`src/core/tmv_pkg.sv`:
```
// Purpose: shared constants for the compare-match timer status/output/trigger block
// Assumes: 32-bit axi4-lite register bus, one word per register
// Notes: byte offsets below are the register addresses
package tmv_pkg;
  // ---------------------------------------------------------------
  // register offsets
  // ---------------------------------------------------------------
  localparam logic [7:0] OFS_COUNT = 8'h00;
  localparam logic [7:0] OFS_CMP_A = 8'h04;
  localparam logic [7:0] OFS_CMP_B = 8'h08;
  localparam logic [7:0] OFS_MAIN_CTRL = 8'h0c;
  localparam logic [7:0] OFS_STATUS_OUT = 8'h10;
  localparam logic [7:0] OFS_TRIG_CTRL = 8'h14;
  // ---------------------------------------------------------------
  // field positions, status/output select register
  // ---------------------------------------------------------------
  localparam int POS_FLAG_B = 7;
  localparam int POS_FLAG_A = 6;
  localparam int POS_WRAP = 5;
  localparam int POS_ACT_B = 2;
  localparam int POS_ACT_A = 0;
  // trigger control register
  localparam int POS_EDGE = 3;
  localparam int POS_GATE = 2;
  localparam int POS_XCKS = 0;
  // main control register
  localparam int POS_IE_B = 7;
  localparam int POS_IE_A = 6;
  localparam int POS_IE_WRAP = 5;
  localparam int POS_CLR = 3;
  localparam int POS_CKS = 0;
  // ---------------------------------------------------------------
  // reserved read-one masks and reset values
  // ---------------------------------------------------------------
  localparam logic [7:0] STATUS_RSVD_ONES = 8'h10;
  localparam logic [7:0] TRIG_RSVD_ONES = 8'he2;
  localparam logic [7:0] RST_COUNT = 8'h00;
  localparam logic [7:0] RST_CMP = 8'hff;
  localparam logic [7:0] RST_CTRL = 8'h00;
  localparam logic [7:0] COUNT_MAX = 8'hff;
  // ---------------------------------------------------------------
  // encodings
  // ---------------------------------------------------------------
  localparam logic [1:0] ACT_KEEP = 2'h0;
  localparam logic [1:0] ACT_LOW = 2'h1;
  localparam logic [1:0] ACT_HIGH = 2'h2;
  localparam logic [1:0] ACT_TOGGLE = 2'h3;
  localparam logic [1:0] EDGE_OFF = 2'h0;
  localparam logic [1:0] EDGE_RISE = 2'h1;
  localparam logic [1:0] EDGE_FALL = 2'h2;
  localparam logic [1:0] CLR_NONE = 2'h0;
  localparam logic [1:0] CLR_MATCH_A = 2'h1;
  localparam logic [1:0] CLR_MATCH_B = 2'h2;
  localparam logic [1:0] CLR_EXT = 2'h3;
  localparam logic [1:0] RESP_OKAY = 2'h0;
  localparam logic [1:0] RESP_SLVERR = 2'h2;
endpackage : tmv_pkg

```
`src/core/tmv_ctl_if.sv`:
```
// Purpose: control bundle from register file to timer core
// Assumes: single clock domain
// Notes: regs drives the control fields, core drives count, match_a, match_b and wrap
`timescale 1ns/1ns
`default_nettype none
interface tmv_ctl_if;
  logic [1:0] clk_sel_lo2; // clock select low two bits
  logic clk_sel_hi; // clock select high bit
  logic xcks; // extra internal clock select
  logic [1:0] clr_sel; // counter clear select
  logic [1:0] edge_sel; // trigger edge select
  logic gate_en; // trigger gating enable
  logic cnt_wr; // software write to counter
  logic [7:0] cnt_wdata; // counter write data
  logic [7:0] count; // counter value
  logic match_a; // compare match a pulse
  logic match_b; // compare match b pulse
  logic wrap; // wrap pulse
  logic [7:0] cmp_a; // compare value a
  logic [7:0] cmp_b; // compare value b
  modport regs (output clk_sel_lo2, clk_sel_hi, xcks, clr_sel, edge_sel, gate_en, cnt_wr, cnt_wdata, cmp_a, cmp_b,
                input count, match_a, match_b, wrap);
  modport core (input clk_sel_lo2, clk_sel_hi, xcks, clr_sel, edge_sel, gate_en, cnt_wr, cnt_wdata, cmp_a, cmp_b,
                output count, match_a, match_b, wrap);
endinterface : tmv_ctl_if
`default_nettype wire

```
`src/core/tmv_prescale.sv`:
```
// Purpose: internal prescaler, one-cycle count enable
// Assumes: divisions 4 to 128 of aclk
// Notes: select change may produce a stray tick, as on the original counter
`timescale 1ns/1ns
`default_nettype none
module tmv_prescale (
  input wire logic aclk, // system clock
  input wire logic aresetn, // sync reset, active low
  input wire logic [1:0] sel, // internal division pair select
  input wire logic xcks, // extra select bit
  output logic tick // one-cycle count enable
);
  logic [6:0] div_reg;
  logic [6:0] div_next;
  logic [2:0] tap;
  logic tap_prev_reg;
  logic tap_now;
  // ---------------------------------------------------------------
  // divider
  // ---------------------------------------------------------------
  assign div_next = div_reg + 7'h01;
  // adjacent division pick
  // stopped select parks on bit 0 so the tap never indexes past the divider
  assign tap = (sel == 2'h0) ? 3'h0 : {sel - 2'h1, xcks} + 3'h1;
  assign tap_now = div_reg[tap];
  // falling tap edge gives the tick
  always_ff @(posedge aclk)
  begin
    if (!aresetn)
    begin
      div_reg <= 7'h00;
      tap_prev_reg <= 1'b0;
    end
    else
    begin
      div_reg <= div_next;
      tap_prev_reg <= tap_now;
    end
  end
  assign tick = tap_prev_reg & ~tap_now & (sel != 2'h0);
endmodule : tmv_prescale
`default_nettype wire

```
`src/core/tmv_counter.sv`:
```
// Purpose: 8-bit up-counter with compare, clear and trigger start/halt
// Assumes: trigger and clear pins synchronous to aclk
// Notes: external clock input is not modelled; those selects do not count
`timescale 1ns/1ns
`default_nettype none
module tmv_counter (
  input wire logic aclk, // system clock
  input wire logic aresetn, // sync reset, active low
  input wire logic trig_in, // trigger input level
  input wire logic ext_clr_in, // external clear input level
  tmv_ctl_if.core ctl // control bundle
);
  logic [7:0] cnt_reg;
  logic run_reg;
  logic trig_prev_reg;
  logic clr_prev_reg;
  logic tick;
  logic inc;
  logic trig_edge;
  logic ext_rise;
  logic clr_hit;
  logic [7:0] cnt_next;
  tmv_prescale u_pre (
    .aclk(aclk),
    .aresetn(aresetn),
    .sel(ctl.clk_sel_lo2),
    .xcks(ctl.xcks),
    .tick(tick)
  );
  // ---------------------------------------------------------------
  // edge detection and clear decode
  // ---------------------------------------------------------------
  // trigger edge decode
  assign trig_edge = (ctl.edge_sel[0] & trig_in & ~trig_prev_reg) |
                     (ctl.edge_sel[1] & ~trig_in & trig_prev_reg);
  assign ext_rise = ext_clr_in & ~clr_prev_reg;
  assign inc = tick & ~ctl.clk_sel_hi & run_reg;
  assign ctl.match_a = inc & (cnt_reg == ctl.cmp_a);
  assign ctl.match_b = inc & (cnt_reg == ctl.cmp_b);
  assign ctl.wrap = inc & (cnt_reg == tmv_pkg::COUNT_MAX);
  assign clr_hit = (ctl.clr_sel == tmv_pkg::CLR_MATCH_A && ctl.match_a) ||
                   (ctl.clr_sel == tmv_pkg::CLR_MATCH_B && ctl.match_b) ||
                   (ctl.clr_sel == tmv_pkg::CLR_EXT && ext_rise);
  assign cnt_next = clr_hit ? tmv_pkg::RST_COUNT :
                    ctl.cnt_wr ? ctl.cnt_wdata :
                    inc ? cnt_reg + 8'h01 : cnt_reg;
  assign ctl.count = cnt_reg;
  // counter and run state
  always_ff @(posedge aclk)
  begin
    if (!aresetn)
    begin
      cnt_reg <= tmv_pkg::RST_COUNT;
      run_reg <= 1'b1;
      trig_prev_reg <= 1'b0;
      clr_prev_reg <= 1'b0;
    end
    else
    begin
      cnt_reg <= cnt_next;
      trig_prev_reg <= trig_in;
      clr_prev_reg <= ext_clr_in;
      if (!ctl.gate_en)
        run_reg <= 1'b1;
      else if (clr_hit)
        run_reg <= 1'b0;
      else if (trig_edge)
        run_reg <= 1'b1;
    end
  end
endmodule : tmv_counter
`default_nettype wire

```
`src/core/tmv_top.sv`:
```
// Purpose: 8-bit compare-match timer, status flags, output select, trigger control
// Assumes: axi4-lite slave, 32-bit data, one access of each kind at a time
// Notes: reads answer one cycle after address; writes two cycles after both halves
// Notes on behaviour
// - flag b sets when the counter equals compare value b
// - flag a sets when the counter equals compare value a
// - wrap flag sets when the counter goes from ff to 00
// - a flag clears on writing 0 only after it was read as 1
// - reserved status bit 4 and trigger bits 7-5,1 read 1
// - match b drives pin per 2-bit action: keep, 0, 1, toggle
// - match a drives pin per its own 2-bit action, same code
// - the two match actions are set independently
// - after reset the waveform pin is 0 until a match
// - edge select: off, rising, falling, both
// - gating on: clear halts counting, selected trigger edge restarts
// - gating off: trigger ignored, match clear does not halt
// - extra select bit picks between adjacent prescaler divisions
// - 8-bit up-counter, software read/write anytime, resets to zero
// - clear select: never, match a, match b, external rising edge
// - interrupt request when a flag and its enable are both 1
// - simultaneous matches: toggle over 1 over 0
`timescale 1ns/1ns
`default_nettype none
module tmv_top (
  input wire logic aclk, // system clock, 250 mhz
  input wire logic aresetn, // sync reset, active low
  input wire logic [7:0] s_axi_awaddr, // write address
  input wire logic s_axi_awvalid, // write address valid
  output logic s_axi_awready, // write address ready
  input wire logic [31:0] s_axi_wdata, // write data
  input wire logic [3:0] s_axi_wstrb, // write strobes
  input wire logic s_axi_wvalid, // write data valid
  output logic s_axi_wready, // write data ready
  output logic [1:0] s_axi_bresp, // write response
  output logic s_axi_bvalid, // write response valid
  input wire logic s_axi_bready, // write response ready
  input wire logic [7:0] s_axi_araddr, // read address
  input wire logic s_axi_arvalid, // read address valid
  output logic s_axi_arready, // read address ready
  output logic [31:0] s_axi_rdata, // read data
  output logic [1:0] s_axi_rresp, // read response
  output logic s_axi_rvalid, // read valid
  input wire logic s_axi_rready, // read ready
  input wire logic trigger_in_pin, // trigger input
  input wire logic external_clear_pin, // external counter clear
  output logic waveform_out_pin, // waveform output
  output logic irq // interrupt request, level
);
  tmv_ctl_if ctl ();
  // ---------------------------------------------------------------
  // register state
  // ---------------------------------------------------------------
  logic [7:0] main_ctrl_reg;
  logic [7:0] cmp_a_reg;
  logic [7:0] cmp_b_reg;
  logic flag_b_reg;
  logic flag_a_reg;
  logic wrap_flag_reg;
  logic [1:0] act_b_reg;
  logic [1:0] act_a_reg;
  logic [1:0] edge_reg;
  logic gate_reg;
  logic xcks_reg;
  logic [2:0] armed_reg; // flags seen as 1 by a status read
  logic wave_reg;
  logic wave_next;
  logic irq_reg;
  // bus state
  logic aw_held_reg;
  logic w_held_reg;
  logic [7:0] awaddr_reg;
  logic [31:0] wdata_reg;
  logic wstrb0_reg;
  logic bvalid_reg;
  logic [1:0] bresp_reg;
  logic rvalid_reg;
  logic [31:0] rdata_reg;
  logic [1:0] rresp_reg;
  // ---------------------------------------------------------------
  // bus decode
  // ---------------------------------------------------------------
  logic wr_fire;
  logic rd_fire;
  logic wr_hit;
  logic rd_hit;
  logic wr_status;
  logic rd_status;
  logic [7:0] wbyte;
  logic [7:0] status_rd;
  logic [7:0] trig_rd;
  logic [7:0] rd_byte;
  logic [2:0] flags_now;
  logic [2:0] flags_set;
  logic [2:0] flags_clr;
  logic [2:0] flags_next;

  function automatic logic known_ofs(input logic [7:0] a);
    known_ofs = (a == tmv_pkg::OFS_COUNT) || (a == tmv_pkg::OFS_CMP_A) || (a == tmv_pkg::OFS_CMP_B) ||
                (a == tmv_pkg::OFS_MAIN_CTRL) || (a == tmv_pkg::OFS_STATUS_OUT) || (a == tmv_pkg::OFS_TRIG_CTRL);
  endfunction : known_ofs

  function automatic logic [1:0] resp_for(input logic hit);
    resp_for = hit ? tmv_pkg::RESP_OKAY : tmv_pkg::RESP_SLVERR;
  endfunction : resp_for

  assign wr_fire = aw_held_reg & w_held_reg & ~bvalid_reg;
  assign rd_fire = s_axi_arvalid & ~rvalid_reg;
  assign wr_hit = known_ofs(awaddr_reg);
  assign rd_hit = known_ofs(s_axi_araddr);
  assign wbyte = wdata_reg[7:0];
  assign wr_status = wr_fire & wstrb0_reg & (awaddr_reg == tmv_pkg::OFS_STATUS_OUT);
  assign rd_status = rd_fire & (s_axi_araddr == tmv_pkg::OFS_STATUS_OUT);
  // ---------------------------------------------------------------
  // readback
  // ---------------------------------------------------------------
  // reserved bits read as one
  assign status_rd = tmv_pkg::STATUS_RSVD_ONES | {flag_b_reg, flag_a_reg, wrap_flag_reg, 1'b0, act_b_reg, act_a_reg};
  assign trig_rd = tmv_pkg::TRIG_RSVD_ONES | {3'h0, edge_reg, gate_reg, 1'b0, xcks_reg};
  assign rd_byte = (s_axi_araddr == tmv_pkg::OFS_COUNT) ? ctl.count :
                   (s_axi_araddr == tmv_pkg::OFS_CMP_A) ? cmp_a_reg :
                   (s_axi_araddr == tmv_pkg::OFS_CMP_B) ? cmp_b_reg :
                   (s_axi_araddr == tmv_pkg::OFS_MAIN_CTRL) ? main_ctrl_reg :
                   (s_axi_araddr == tmv_pkg::OFS_STATUS_OUT) ? status_rd :
                   (s_axi_araddr == tmv_pkg::OFS_TRIG_CTRL) ? trig_rd : 8'h00;
  // ---------------------------------------------------------------
  // flag set/clear
  // ---------------------------------------------------------------
  assign flags_now = {flag_b_reg, flag_a_reg, wrap_flag_reg};
  assign flags_set = {ctl.match_b, ctl.match_a, ctl.wrap};
  // clear needs prior read of 1
  assign flags_clr = {3{wr_status}} & armed_reg & ~{wbyte[tmv_pkg::POS_FLAG_B], wbyte[tmv_pkg::POS_FLAG_A],
                     wbyte[tmv_pkg::POS_WRAP]};
  assign flags_next = flags_set | (flags_now & ~flags_clr);
  // ---------------------------------------------------------------
  // waveform action
  // ---------------------------------------------------------------
  logic [1:0] act_a_eff;
  logic [1:0] act_b_eff;
  logic any_toggle;
  logic any_high;
  logic any_low;
  assign act_a_eff = ctl.match_a ? act_a_reg : tmv_pkg::ACT_KEEP;
  assign act_b_eff = ctl.match_b ? act_b_reg : tmv_pkg::ACT_KEEP;
  assign any_toggle = (act_a_eff == tmv_pkg::ACT_TOGGLE) || (act_b_eff == tmv_pkg::ACT_TOGGLE);
  assign any_high = (act_a_eff == tmv_pkg::ACT_HIGH) || (act_b_eff == tmv_pkg::ACT_HIGH);
  assign any_low = (act_a_eff == tmv_pkg::ACT_LOW) || (act_b_eff == tmv_pkg::ACT_LOW);
  assign wave_next = any_toggle ? ~wave_reg : any_high ? 1'b1 : any_low ? 1'b0 : wave_reg;
  // ---------------------------------------------------------------
  // control to core
  // ---------------------------------------------------------------
  assign ctl.clk_sel_lo2 = main_ctrl_reg[tmv_pkg::POS_CKS +: 2];
  assign ctl.clk_sel_hi = main_ctrl_reg[tmv_pkg::POS_CKS + 2];
  assign ctl.clr_sel = main_ctrl_reg[tmv_pkg::POS_CLR +: 2];
  assign ctl.edge_sel = edge_reg;
  assign ctl.gate_en = gate_reg;
  assign ctl.xcks = xcks_reg;
  assign ctl.cmp_a = cmp_a_reg;
  assign ctl.cmp_b = cmp_b_reg;
  assign ctl.cnt_wr = wr_fire & wstrb0_reg & (awaddr_reg == tmv_pkg::OFS_COUNT);
  assign ctl.cnt_wdata = wbyte;

  tmv_counter u_cnt (
    .aclk(aclk),
    .aresetn(aresetn),
    .trig_in(trigger_in_pin),
    .ext_clr_in(external_clear_pin),
    .ctl(ctl)
  );
  // ---------------------------------------------------------------
  // axi write channel capture
  // ---------------------------------------------------------------
  // address and data taken in either order, held until response
  always_ff @(posedge aclk)
  begin
    if (!aresetn)
    begin
      aw_held_reg <= 1'b0;
      w_held_reg <= 1'b0;
      awaddr_reg <= 8'h00;
      wdata_reg <= 32'h00000000;
      wstrb0_reg <= 1'b0;
    end
    else
    begin
      if (s_axi_awvalid && !aw_held_reg)
      begin
        aw_held_reg <= 1'b1;
        awaddr_reg <= s_axi_awaddr;
      end
      else if (wr_fire)
        aw_held_reg <= 1'b0;
      if (s_axi_wvalid && !w_held_reg)
      begin
        w_held_reg <= 1'b1;
        wdata_reg <= s_axi_wdata;
        wstrb0_reg <= s_axi_wstrb[0];
      end
      else if (wr_fire)
        w_held_reg <= 1'b0;
    end
  end
  // write and read responses
  always_ff @(posedge aclk)
  begin
    if (!aresetn)
    begin
      bvalid_reg <= 1'b0;
      bresp_reg <= tmv_pkg::RESP_OKAY;
      rvalid_reg <= 1'b0;
      rdata_reg <= 32'h00000000;
      rresp_reg <= tmv_pkg::RESP_OKAY;
    end
    else
    begin
      if (wr_fire)
      begin
        bvalid_reg <= 1'b1;
        bresp_reg <= resp_for(wr_hit);
      end
      else if (s_axi_bready)
        bvalid_reg <= 1'b0;
      if (rd_fire)
      begin
        rvalid_reg <= 1'b1;
        rdata_reg <= {24'h000000, rd_byte};
        rresp_reg <= resp_for(rd_hit);
      end
      else if (s_axi_rready)
        rvalid_reg <= 1'b0;
    end
  end
  // ---------------------------------------------------------------
  // register writes
  // ---------------------------------------------------------------
  // only byte lane 0 carries register data; upper lanes are ignored
  always_ff @(posedge aclk)
  begin
    if (!aresetn)
    begin
      main_ctrl_reg <= tmv_pkg::RST_CTRL;
      cmp_a_reg <= tmv_pkg::RST_CMP;
      cmp_b_reg <= tmv_pkg::RST_CMP;
      act_b_reg <= tmv_pkg::ACT_KEEP;
      act_a_reg <= tmv_pkg::ACT_KEEP;
      edge_reg <= tmv_pkg::EDGE_OFF;
      gate_reg <= 1'b0;
      xcks_reg <= 1'b0;
    end
    else if (wr_fire && wstrb0_reg)
    begin
      if (awaddr_reg == tmv_pkg::OFS_MAIN_CTRL)
        main_ctrl_reg <= wbyte;
      if (awaddr_reg == tmv_pkg::OFS_CMP_A)
        cmp_a_reg <= wbyte;
      if (awaddr_reg == tmv_pkg::OFS_CMP_B)
        cmp_b_reg <= wbyte;
      if (awaddr_reg == tmv_pkg::OFS_STATUS_OUT)
      begin
        act_b_reg <= wbyte[tmv_pkg::POS_ACT_B +: 2];
        act_a_reg <= wbyte[tmv_pkg::POS_ACT_A +: 2];
      end
      if (awaddr_reg == tmv_pkg::OFS_TRIG_CTRL)
      begin
        edge_reg <= wbyte[tmv_pkg::POS_EDGE +: 2];
        gate_reg <= wbyte[tmv_pkg::POS_GATE];
        xcks_reg <= wbyte[tmv_pkg::POS_XCKS];
      end
    end
  end
  // ---------------------------------------------------------------
  // flags, read arming, waveform and interrupt
  // ---------------------------------------------------------------
  always_ff @(posedge aclk)
  begin
    if (!aresetn)
    begin
      {flag_b_reg, flag_a_reg, wrap_flag_reg} <= 3'h0;
      armed_reg <= 3'h0;
      wave_reg <= 1'b0;
      irq_reg <= 1'b0;
    end
    else
    begin
      {flag_b_reg, flag_a_reg, wrap_flag_reg} <= flags_next;
      // arm on a read of 1
      if (rd_status)
        armed_reg <= flags_now;
      else if (wr_status)
        armed_reg <= 3'h0;
      wave_reg <= wave_next;
      irq_reg <= |(flags_next & {main_ctrl_reg[tmv_pkg::POS_IE_B], main_ctrl_reg[tmv_pkg::POS_IE_A],
                                 main_ctrl_reg[tmv_pkg::POS_IE_WRAP]});
    end
  end
  // ---------------------------------------------------------------
  // outputs
  // ---------------------------------------------------------------
  assign s_axi_awready = ~aw_held_reg;
  assign s_axi_wready = ~w_held_reg;
  assign s_axi_bvalid = bvalid_reg;
  assign s_axi_bresp = bresp_reg;
  assign s_axi_arready = ~rvalid_reg;
  assign s_axi_rvalid = rvalid_reg;
  assign s_axi_rdata = rdata_reg;
  assign s_axi_rresp = rresp_reg;
  assign waveform_out_pin = wave_reg;
  assign irq = irq_reg;
endmodule : tmv_top
`default_nettype wire

```
`config.mk`:
```
export PLATFORM = sky130hd
export DESIGN_NAME = tmv_top
export DESIGN_NICKNAME = d
export VERILOG_FILES = /design/src/core/tmv_pkg.sv /design/src/core/tmv_ctl_if.sv /design/src/core/tmv_prescale.sv /design/src/core/tmv_counter.sv /design/src/core/tmv_top.sv
export SDC_FILE = /design/constraint.sdc
export NUM_CORES = 1
export LEC_CHECK = 0
export ABC_AREA = 1
export BUFFER_PORTS_ARGS = -buffer_cell sky130_fd_sc_hd__buf_2
export CORE_ASPECT_RATIO = 2
export CORE_MARGIN = 3
export CORE_UTILIZATION = 33
export DETAILED_ROUTE_END_ITERATION = 7
export SKIP_CTS_REPAIR_TIMING = 1
export SLEW_MARGIN = 10
export SYNTH_ARGS = -nofsm -noshare
export SYNTH_HDL_FRONTEND = slang
export SYNTH_SLANG_ARGS = --single-unit
```
`constraint.sdc`:
```
create_clock -name aclk -period 5.65 [get_ports aclk]
set_clock_uncertainty 0.2 [all_clocks]
set_input_delay 1.695 -clock aclk [delete_from_list [all_inputs] [get_ports aclk]]
set_output_delay 1.695 -clock aclk [all_outputs]
set_load 0.02 [all_outputs]
```
Yosys cells after proc, flatten, opt, wreduce, memory -nomap -nowiden
Cells that the tools add are included.
{"block": "totals", "ff_bits": 92, "input_bits": 61, "out_inout_bits": 43, "wordCells": 167}
{"block": "op_classes", "add_sub_neg": 4, "n_lt_le_gt_ge": 1, "n_eq_ne": 22, "n_mux": 29, "n_bitwise": 38, "reduce_logical": 43}
{"operator": "$mux 8", "count": 8}
{"operator": "$eq 8x4->1 const B", "count": 4}
{"operator": "$eq 8x5->1 const B", "count": 4}
{"operator": "$and 1x1->1", "count": 19}
{"operator": "$eq 8x3->1 const B", "count": 2}
{"operator": "$eq 8x8->1", "count": 2}
{"operator": "$logic_not 8->1", "count": 2}
{"operator": "$reduce_bool 2->1", "count": 8}
{"operator": "$logic_or 1x1->1", "count": 15}
{"operator": "$mux 1", "count": 13}
{"operator": "$and 3x3->3", "count": 4}
{"operator": "$eq 2x2->1 const B", "count": 6}
{"operator": "$reduce_and 2->1", "count": 6}
{"operator": "$not 1->1", "count": 11}
{"operator": "$mux 3", "count": 3}
{"operator": "$add 8x1->8 const B", "count": 1}
{"operator": "$eq 8x8->1 const B", "count": 1}
{"operator": "$mux 2", "count": 4}
{"operator": "$add 7x1->7 const B", "count": 1}
{"operator": "$eq 2x1->1 const B", "count": 3}
{"operator": "$logic_and 1x1->1", "count": 6}
{"operator": "$not 3->3", "count": 2}
{"operator": "$lt 3x4->1 const B", "count": 1}
{"operator": "$add 3x1->3 const B", "count": 1}
{"operator": "9 further kinds", "count": 10}

Depth between registers and ports, before layout
{"block": "logic_depth", "ltp_word": 17, "depth_mapped": 15, "mapped_depth_nobuf": 14}

By module
A second synthesis with hierarchy kept.
{"block": "hier_totals", "cells_unflattened": 704, "hier_area_um2": 5029.8}
{"module": "tmv_top", "instances": 1, "cells_per_inst": 455, "area_each_um2": 3534.6, "seq_area_each_um2": 1421.4}
{"module": "tmv_counter", "instances": 1, "cells_per_inst": 178, "area_each_um2": 1021.0, "seq_area_each_um2": 220.2}
{"module": "tmv_prescale", "instances": 1, "cells_per_inst": 71, "area_each_um2": 474.2, "seq_area_each_um2": 160.2}

Least setup slack after synthesis
Ideal clock, no wire load.
{"block": "synth_timing", "path_kind": "input-to-reg", "start": "input s_axi_araddr[7]", "end": "register rdata_reg[2], in the netlist s_axi_rdata[2]", "setup_time_ns": 0.133, "arrival_ns": 2.676, "required_time_ns": 5.317, "slack_ns": 2.641, "cell_stages": 9, "path_buffers": 1, "path_cell_list": "nor2_1 nand2_1 nor2_1 nand3_1 buf_2 o21ai_0 o211ai_1 nand2_1 a21oi_1"}
{"block": "synth_via", "elab_chain_cells": 7, "word_cells_on_any_way": 12, "classes_between": "eq/ne (5); mux (6); reduce/logical (1)"}
{"element": "start, declared", "line_no": "tmv_top.sv:37", "text": "input wire logic [7:0] s_axi_araddr,"}
{"element": "$eq 8x5->1", "line_no": "tmv_top.sv:124", "text": "(s_axi_araddr == tmv_pkg::OFS_TRIG_CTRL) ? trig_rd : 8'h00;"}
{"element": "$mux 8", "line_no": "tmv_top.sv:124"}
{"element": "$mux 8", "line_no": "tmv_top.sv:123", "text": "(s_axi_araddr == tmv_pkg::OFS_STATUS_OUT) ? status_rd :"}
{"element": "$mux 8", "line_no": "tmv_top.sv:122", "text": "(s_axi_araddr == tmv_pkg::OFS_MAIN_CTRL) ? main_ctrl_reg :"}
{"element": "$mux 8", "line_no": "tmv_top.sv:121", "text": "(s_axi_araddr == tmv_pkg::OFS_CMP_B) ? cmp_b_reg :"}
{"element": "$mux 8", "line_no": "tmv_top.sv:120", "text": "(s_axi_araddr == tmv_pkg::OFS_CMP_A) ? cmp_a_reg :"}
{"element": "$mux 8 (*)", "line_no": "tmv_top.sv:119", "text": "assign rd_byte = (s_axi_araddr == tmv_pkg::OFS_COUNT) ? ctl.count :"}
{"element": "end signal, assigned", "line_no": "tmv_top.sv:225", "text": "rdata_reg <= {24'h000000, rd_byte};"}
{"element": "end, declared", "line_no": "tmv_top.sv:77", "text": "logic [31:0] rdata_reg;"}
Mark *: on every way between the ends. The rest lies on a longest branch, timed or not.
A chain may end at the register's enable or synchronous reset.

Final worst setup path
Same ends and word-level chain as after synthesis.

==> metrics.yaml <==
synth:
  synth_cell_types: 41
  ys_seq_area_share_pct: 38.4
  avgSynthCellArea_um2: 6.94
  synth_enable_flop_cells: 0
  synth.cell_area_mm2: 0.00469
  ys_seq_elements: 90
  ys.flop_type: "dfxtp_1"
  synth_cells: 676
  yosysWarnings: 0
  async_reset_ff_share_pct: 0
drt:
  firstDrtPassIters: 4
  routed_wl_mm: 12.6
  routed_via_density: 4.70
  wl_per_cell_um: 13.8
  vias: 4296
  drc: 0
  ant_nets: 0
  first_iter_violations: 211
worst_setup_path:
  arrival_ns: 3.42
  required_ns: 5.67
  cp_max_fo: 12
  start_kind: "input pin"
  setup.worst_path.class: "in -> reg"
  critPathCaptureType: "flop"
timing:
  post-route-period-util_pct: 60.2
  rsz0062_at_grt: "false"
  setup_tns_ns: 0
  report.final.setup_viol: 0
  hold_viol: 0
  tightest_slew_ns: 0.807
  drv_slew: 0
  relSlewSlack_pct: 46.0
  max_freq_mhz: 294
  period_minus_slack_ns: 3.40
global_routing:
  grt_max_degree: 58
  grt_pass1_wl_mm: 20.7
  grt-ovfl-total: 0
  grt_pass1_vias: 4144
  antenna_found_initial: 0
  grtUsageTotal_pct: 16.6
cts:
  cts-root-buf: "clkbuf_16"
  cts_tree: "built"
  numCtsBuffers: 9
  cts_sinks: 90
  htreeDepth: 3
  clockBufferDepth: 2
  insertion_delay_ns: 0.35
  path_clk_slew_ns: 0.07
cells_and_area:
  regArea_mm2: 0.00180
  multi_input_area_mm2: 0.00237
  stdcell_count: 914
  finalInstanceArea_mm2: 0.00530
  antenna_cells: 0
  filler_cell_count: 1526
  drive_above_1_share_pct: 14.3
  fin_nets: 785
  syn2layout_area_growth_pct: 12.9
die:
  die_y_um: 175
  placement_rows: 61
  dieArea_mm2: 0.0158
  initial_core_util_pct: 33.8
  fp.dieW_um: 90.3
  io_pins: 104
  core_mm2: 0.0139
power_and_ir_drop:
  p_leak_nw: 2.40
  peakVddDrop_mv: 0.185
  power.density_mw_per_mm2: 262
  power.total_w: 0.00139
status:
  status: "finished clean"
placement:
  io_buffer_count: 50
  placed_cell_area_mm2: 0.00501
  placed_cells: 898
  dp_hpwl_mm: 9.67
  gp_congestion: 0.834
hold_path:
  hold_path_class: "reg -> reg"
run:
  maxCapViolCount: 0
[synthesized netlist by cell type, types with 2 or more instances]
library cell | n | area share, %
buf_6 | 2 | 0.48
clkbuf_1 | 13 | 1.0
buf_4 | 26 | 4.2
o21ai_0 | 39 | 4.2
nand3_1 | 26 | 2.8
nor2_2 | 9 | 1.2
nand2_1 | 153 | 12
o21ai_1 | 10 | 1.1
ha_1 | 4 | 1.1
nand2_2 | 5 | 0.67
xor2_1 | 6 | 1.1
nand2_4 | 2 | 0.48
inv_1 | 80 | 6.4
dfxtp_1 | 90 | 38
nand4_1 | 12 | 1.6
nor2_1 | 69 | 5.5
nor2_4 | 3 | 0.72
a31oi_1 | 2 | 0.27
o211ai_1 | 22 | 3.5
nand4_2 | 2 | 0.53
nor3_1 | 6 | 0.64
o21a_1 | 2 | 0.32
inv_2 | 7 | 0.56
a21oi_2 | 2 | 0.37
buf_2 | 3 | 0.32
nor3_4 | 2 | 0.69
o2111ai_1 | 2 | 0.37
a21oi_1 | 57 | 6.1
a211oi_1 | 8 | 1.3
[per-layer routing]
metal	vias to the layer above	track usage, %	part of all wire (%)
met4	0	7.42	3.3
met1	1929	16.5	36
met5	-	0	0
met2	96	33.3	57
met3	26	2.41	3.4
li1	2245	-	-
[area by class of cell]
cell class                      count  area share [%]
Clock buffer                        9            4.25
Timing Repair Buffer               52            5.01
Tap cell                          189            4.46
Clock inverter                      7            1.23
Sequential cell                    90            34.0
Inverter                           88            6.23
Multi-Input combinational cell    479            44.8
[stage by stage]
step | hold slack [ns] | util (%) | setup WS, ns
2_1_floorplan | 0.217 | - | 2.64
3_3_place_gp | 0.234 | 36.1 | 1.88
3_5_place_dp | 0.247 | 36.1 | 1.84
4_1_cts | 0.262 | 38.1 | 2.21
5_1_grt | 0.287 | 38.1 | 1.97
6_report | 0.254 | 38.1 | 2.25
[worst paths after layout]
check,startpoint,end,slack [ns],cells after the start
worst max-delay path,s_axi_araddr[7],s_axi_rdata[2],2.25,9
worst min register to register,u_cnt.u_pre.div_reg[0],u_cnt.u_pre.div_reg[0],0.25,1
worst max register to register,main_ctrl_reg[0],u_cnt.ctl.count[0],3.30,7
worst min-delay path,u_cnt.u_pre.div_reg[0],u_cnt.u_pre.div_reg[0],0.25,1
[where the power goes]
group | internal (W) | switching (W)
registers | 0.000651 | 0.00000934
logic | 0.0000328 | 0.0000909
clock network | 0.000311 | 0.000291
[placed cells by master, fill, tap and decap left out, drive strengths merged]
| master | n |
|---|---|
| xor2 | 6 |
| nand2 | 160 |
| nand4 | 14 |
| or2 | 1 |
| a21oi | 59 |
| nand3b | 1 |
| a21boi | 2 |
| nand3 | 27 |
| dfxtp | 90 |
| buf | 52 |
| a31oi | 2 |
| conb | 26 |
| o22ai | 1 |
| nor4 | 2 |
| o211ai | 22 |
| o21a | 2 |
| clkinvlp | 1 |
| a211oi | 8 |
| clkinv | 1 |
| nor2 | 81 |
| o21ai | 49 |
| nor3 | 9 |
| o2111ai | 2 |
| ha | 4 |
| a221oi | 1 |
| inv | 93 |
| clkbuf | 9 |
[worst max-delay path: stages]
cell	delay, ns
buf_2	0.09
nor2_1	0.14
nand2_1	0.16
nor2_1	0.15
nand3_1	0.38
o21ai_0	0.50
o211ai_1	0.14
nand2_1	0.09
a21oi_1	0.06
[kinds of logic (layout without fill, tap and decap cells)]
family                     count (synthesis)  count (layout)  share of synthesized area [%]
xor gates and xnor gates                   6               6                           1.12
other                                      1              26                         0.0799
and+or+nand+nor                          295             295                           28.2
adders and majority gates                  4               4                           1.07
AOI/OAI and AO/OA                        148             148                           18.2
buffers and inverters                    132             156                           13.0
DFF                                       90              90                           38.4
Note: power is estimated with default switching activity, not from simulation.
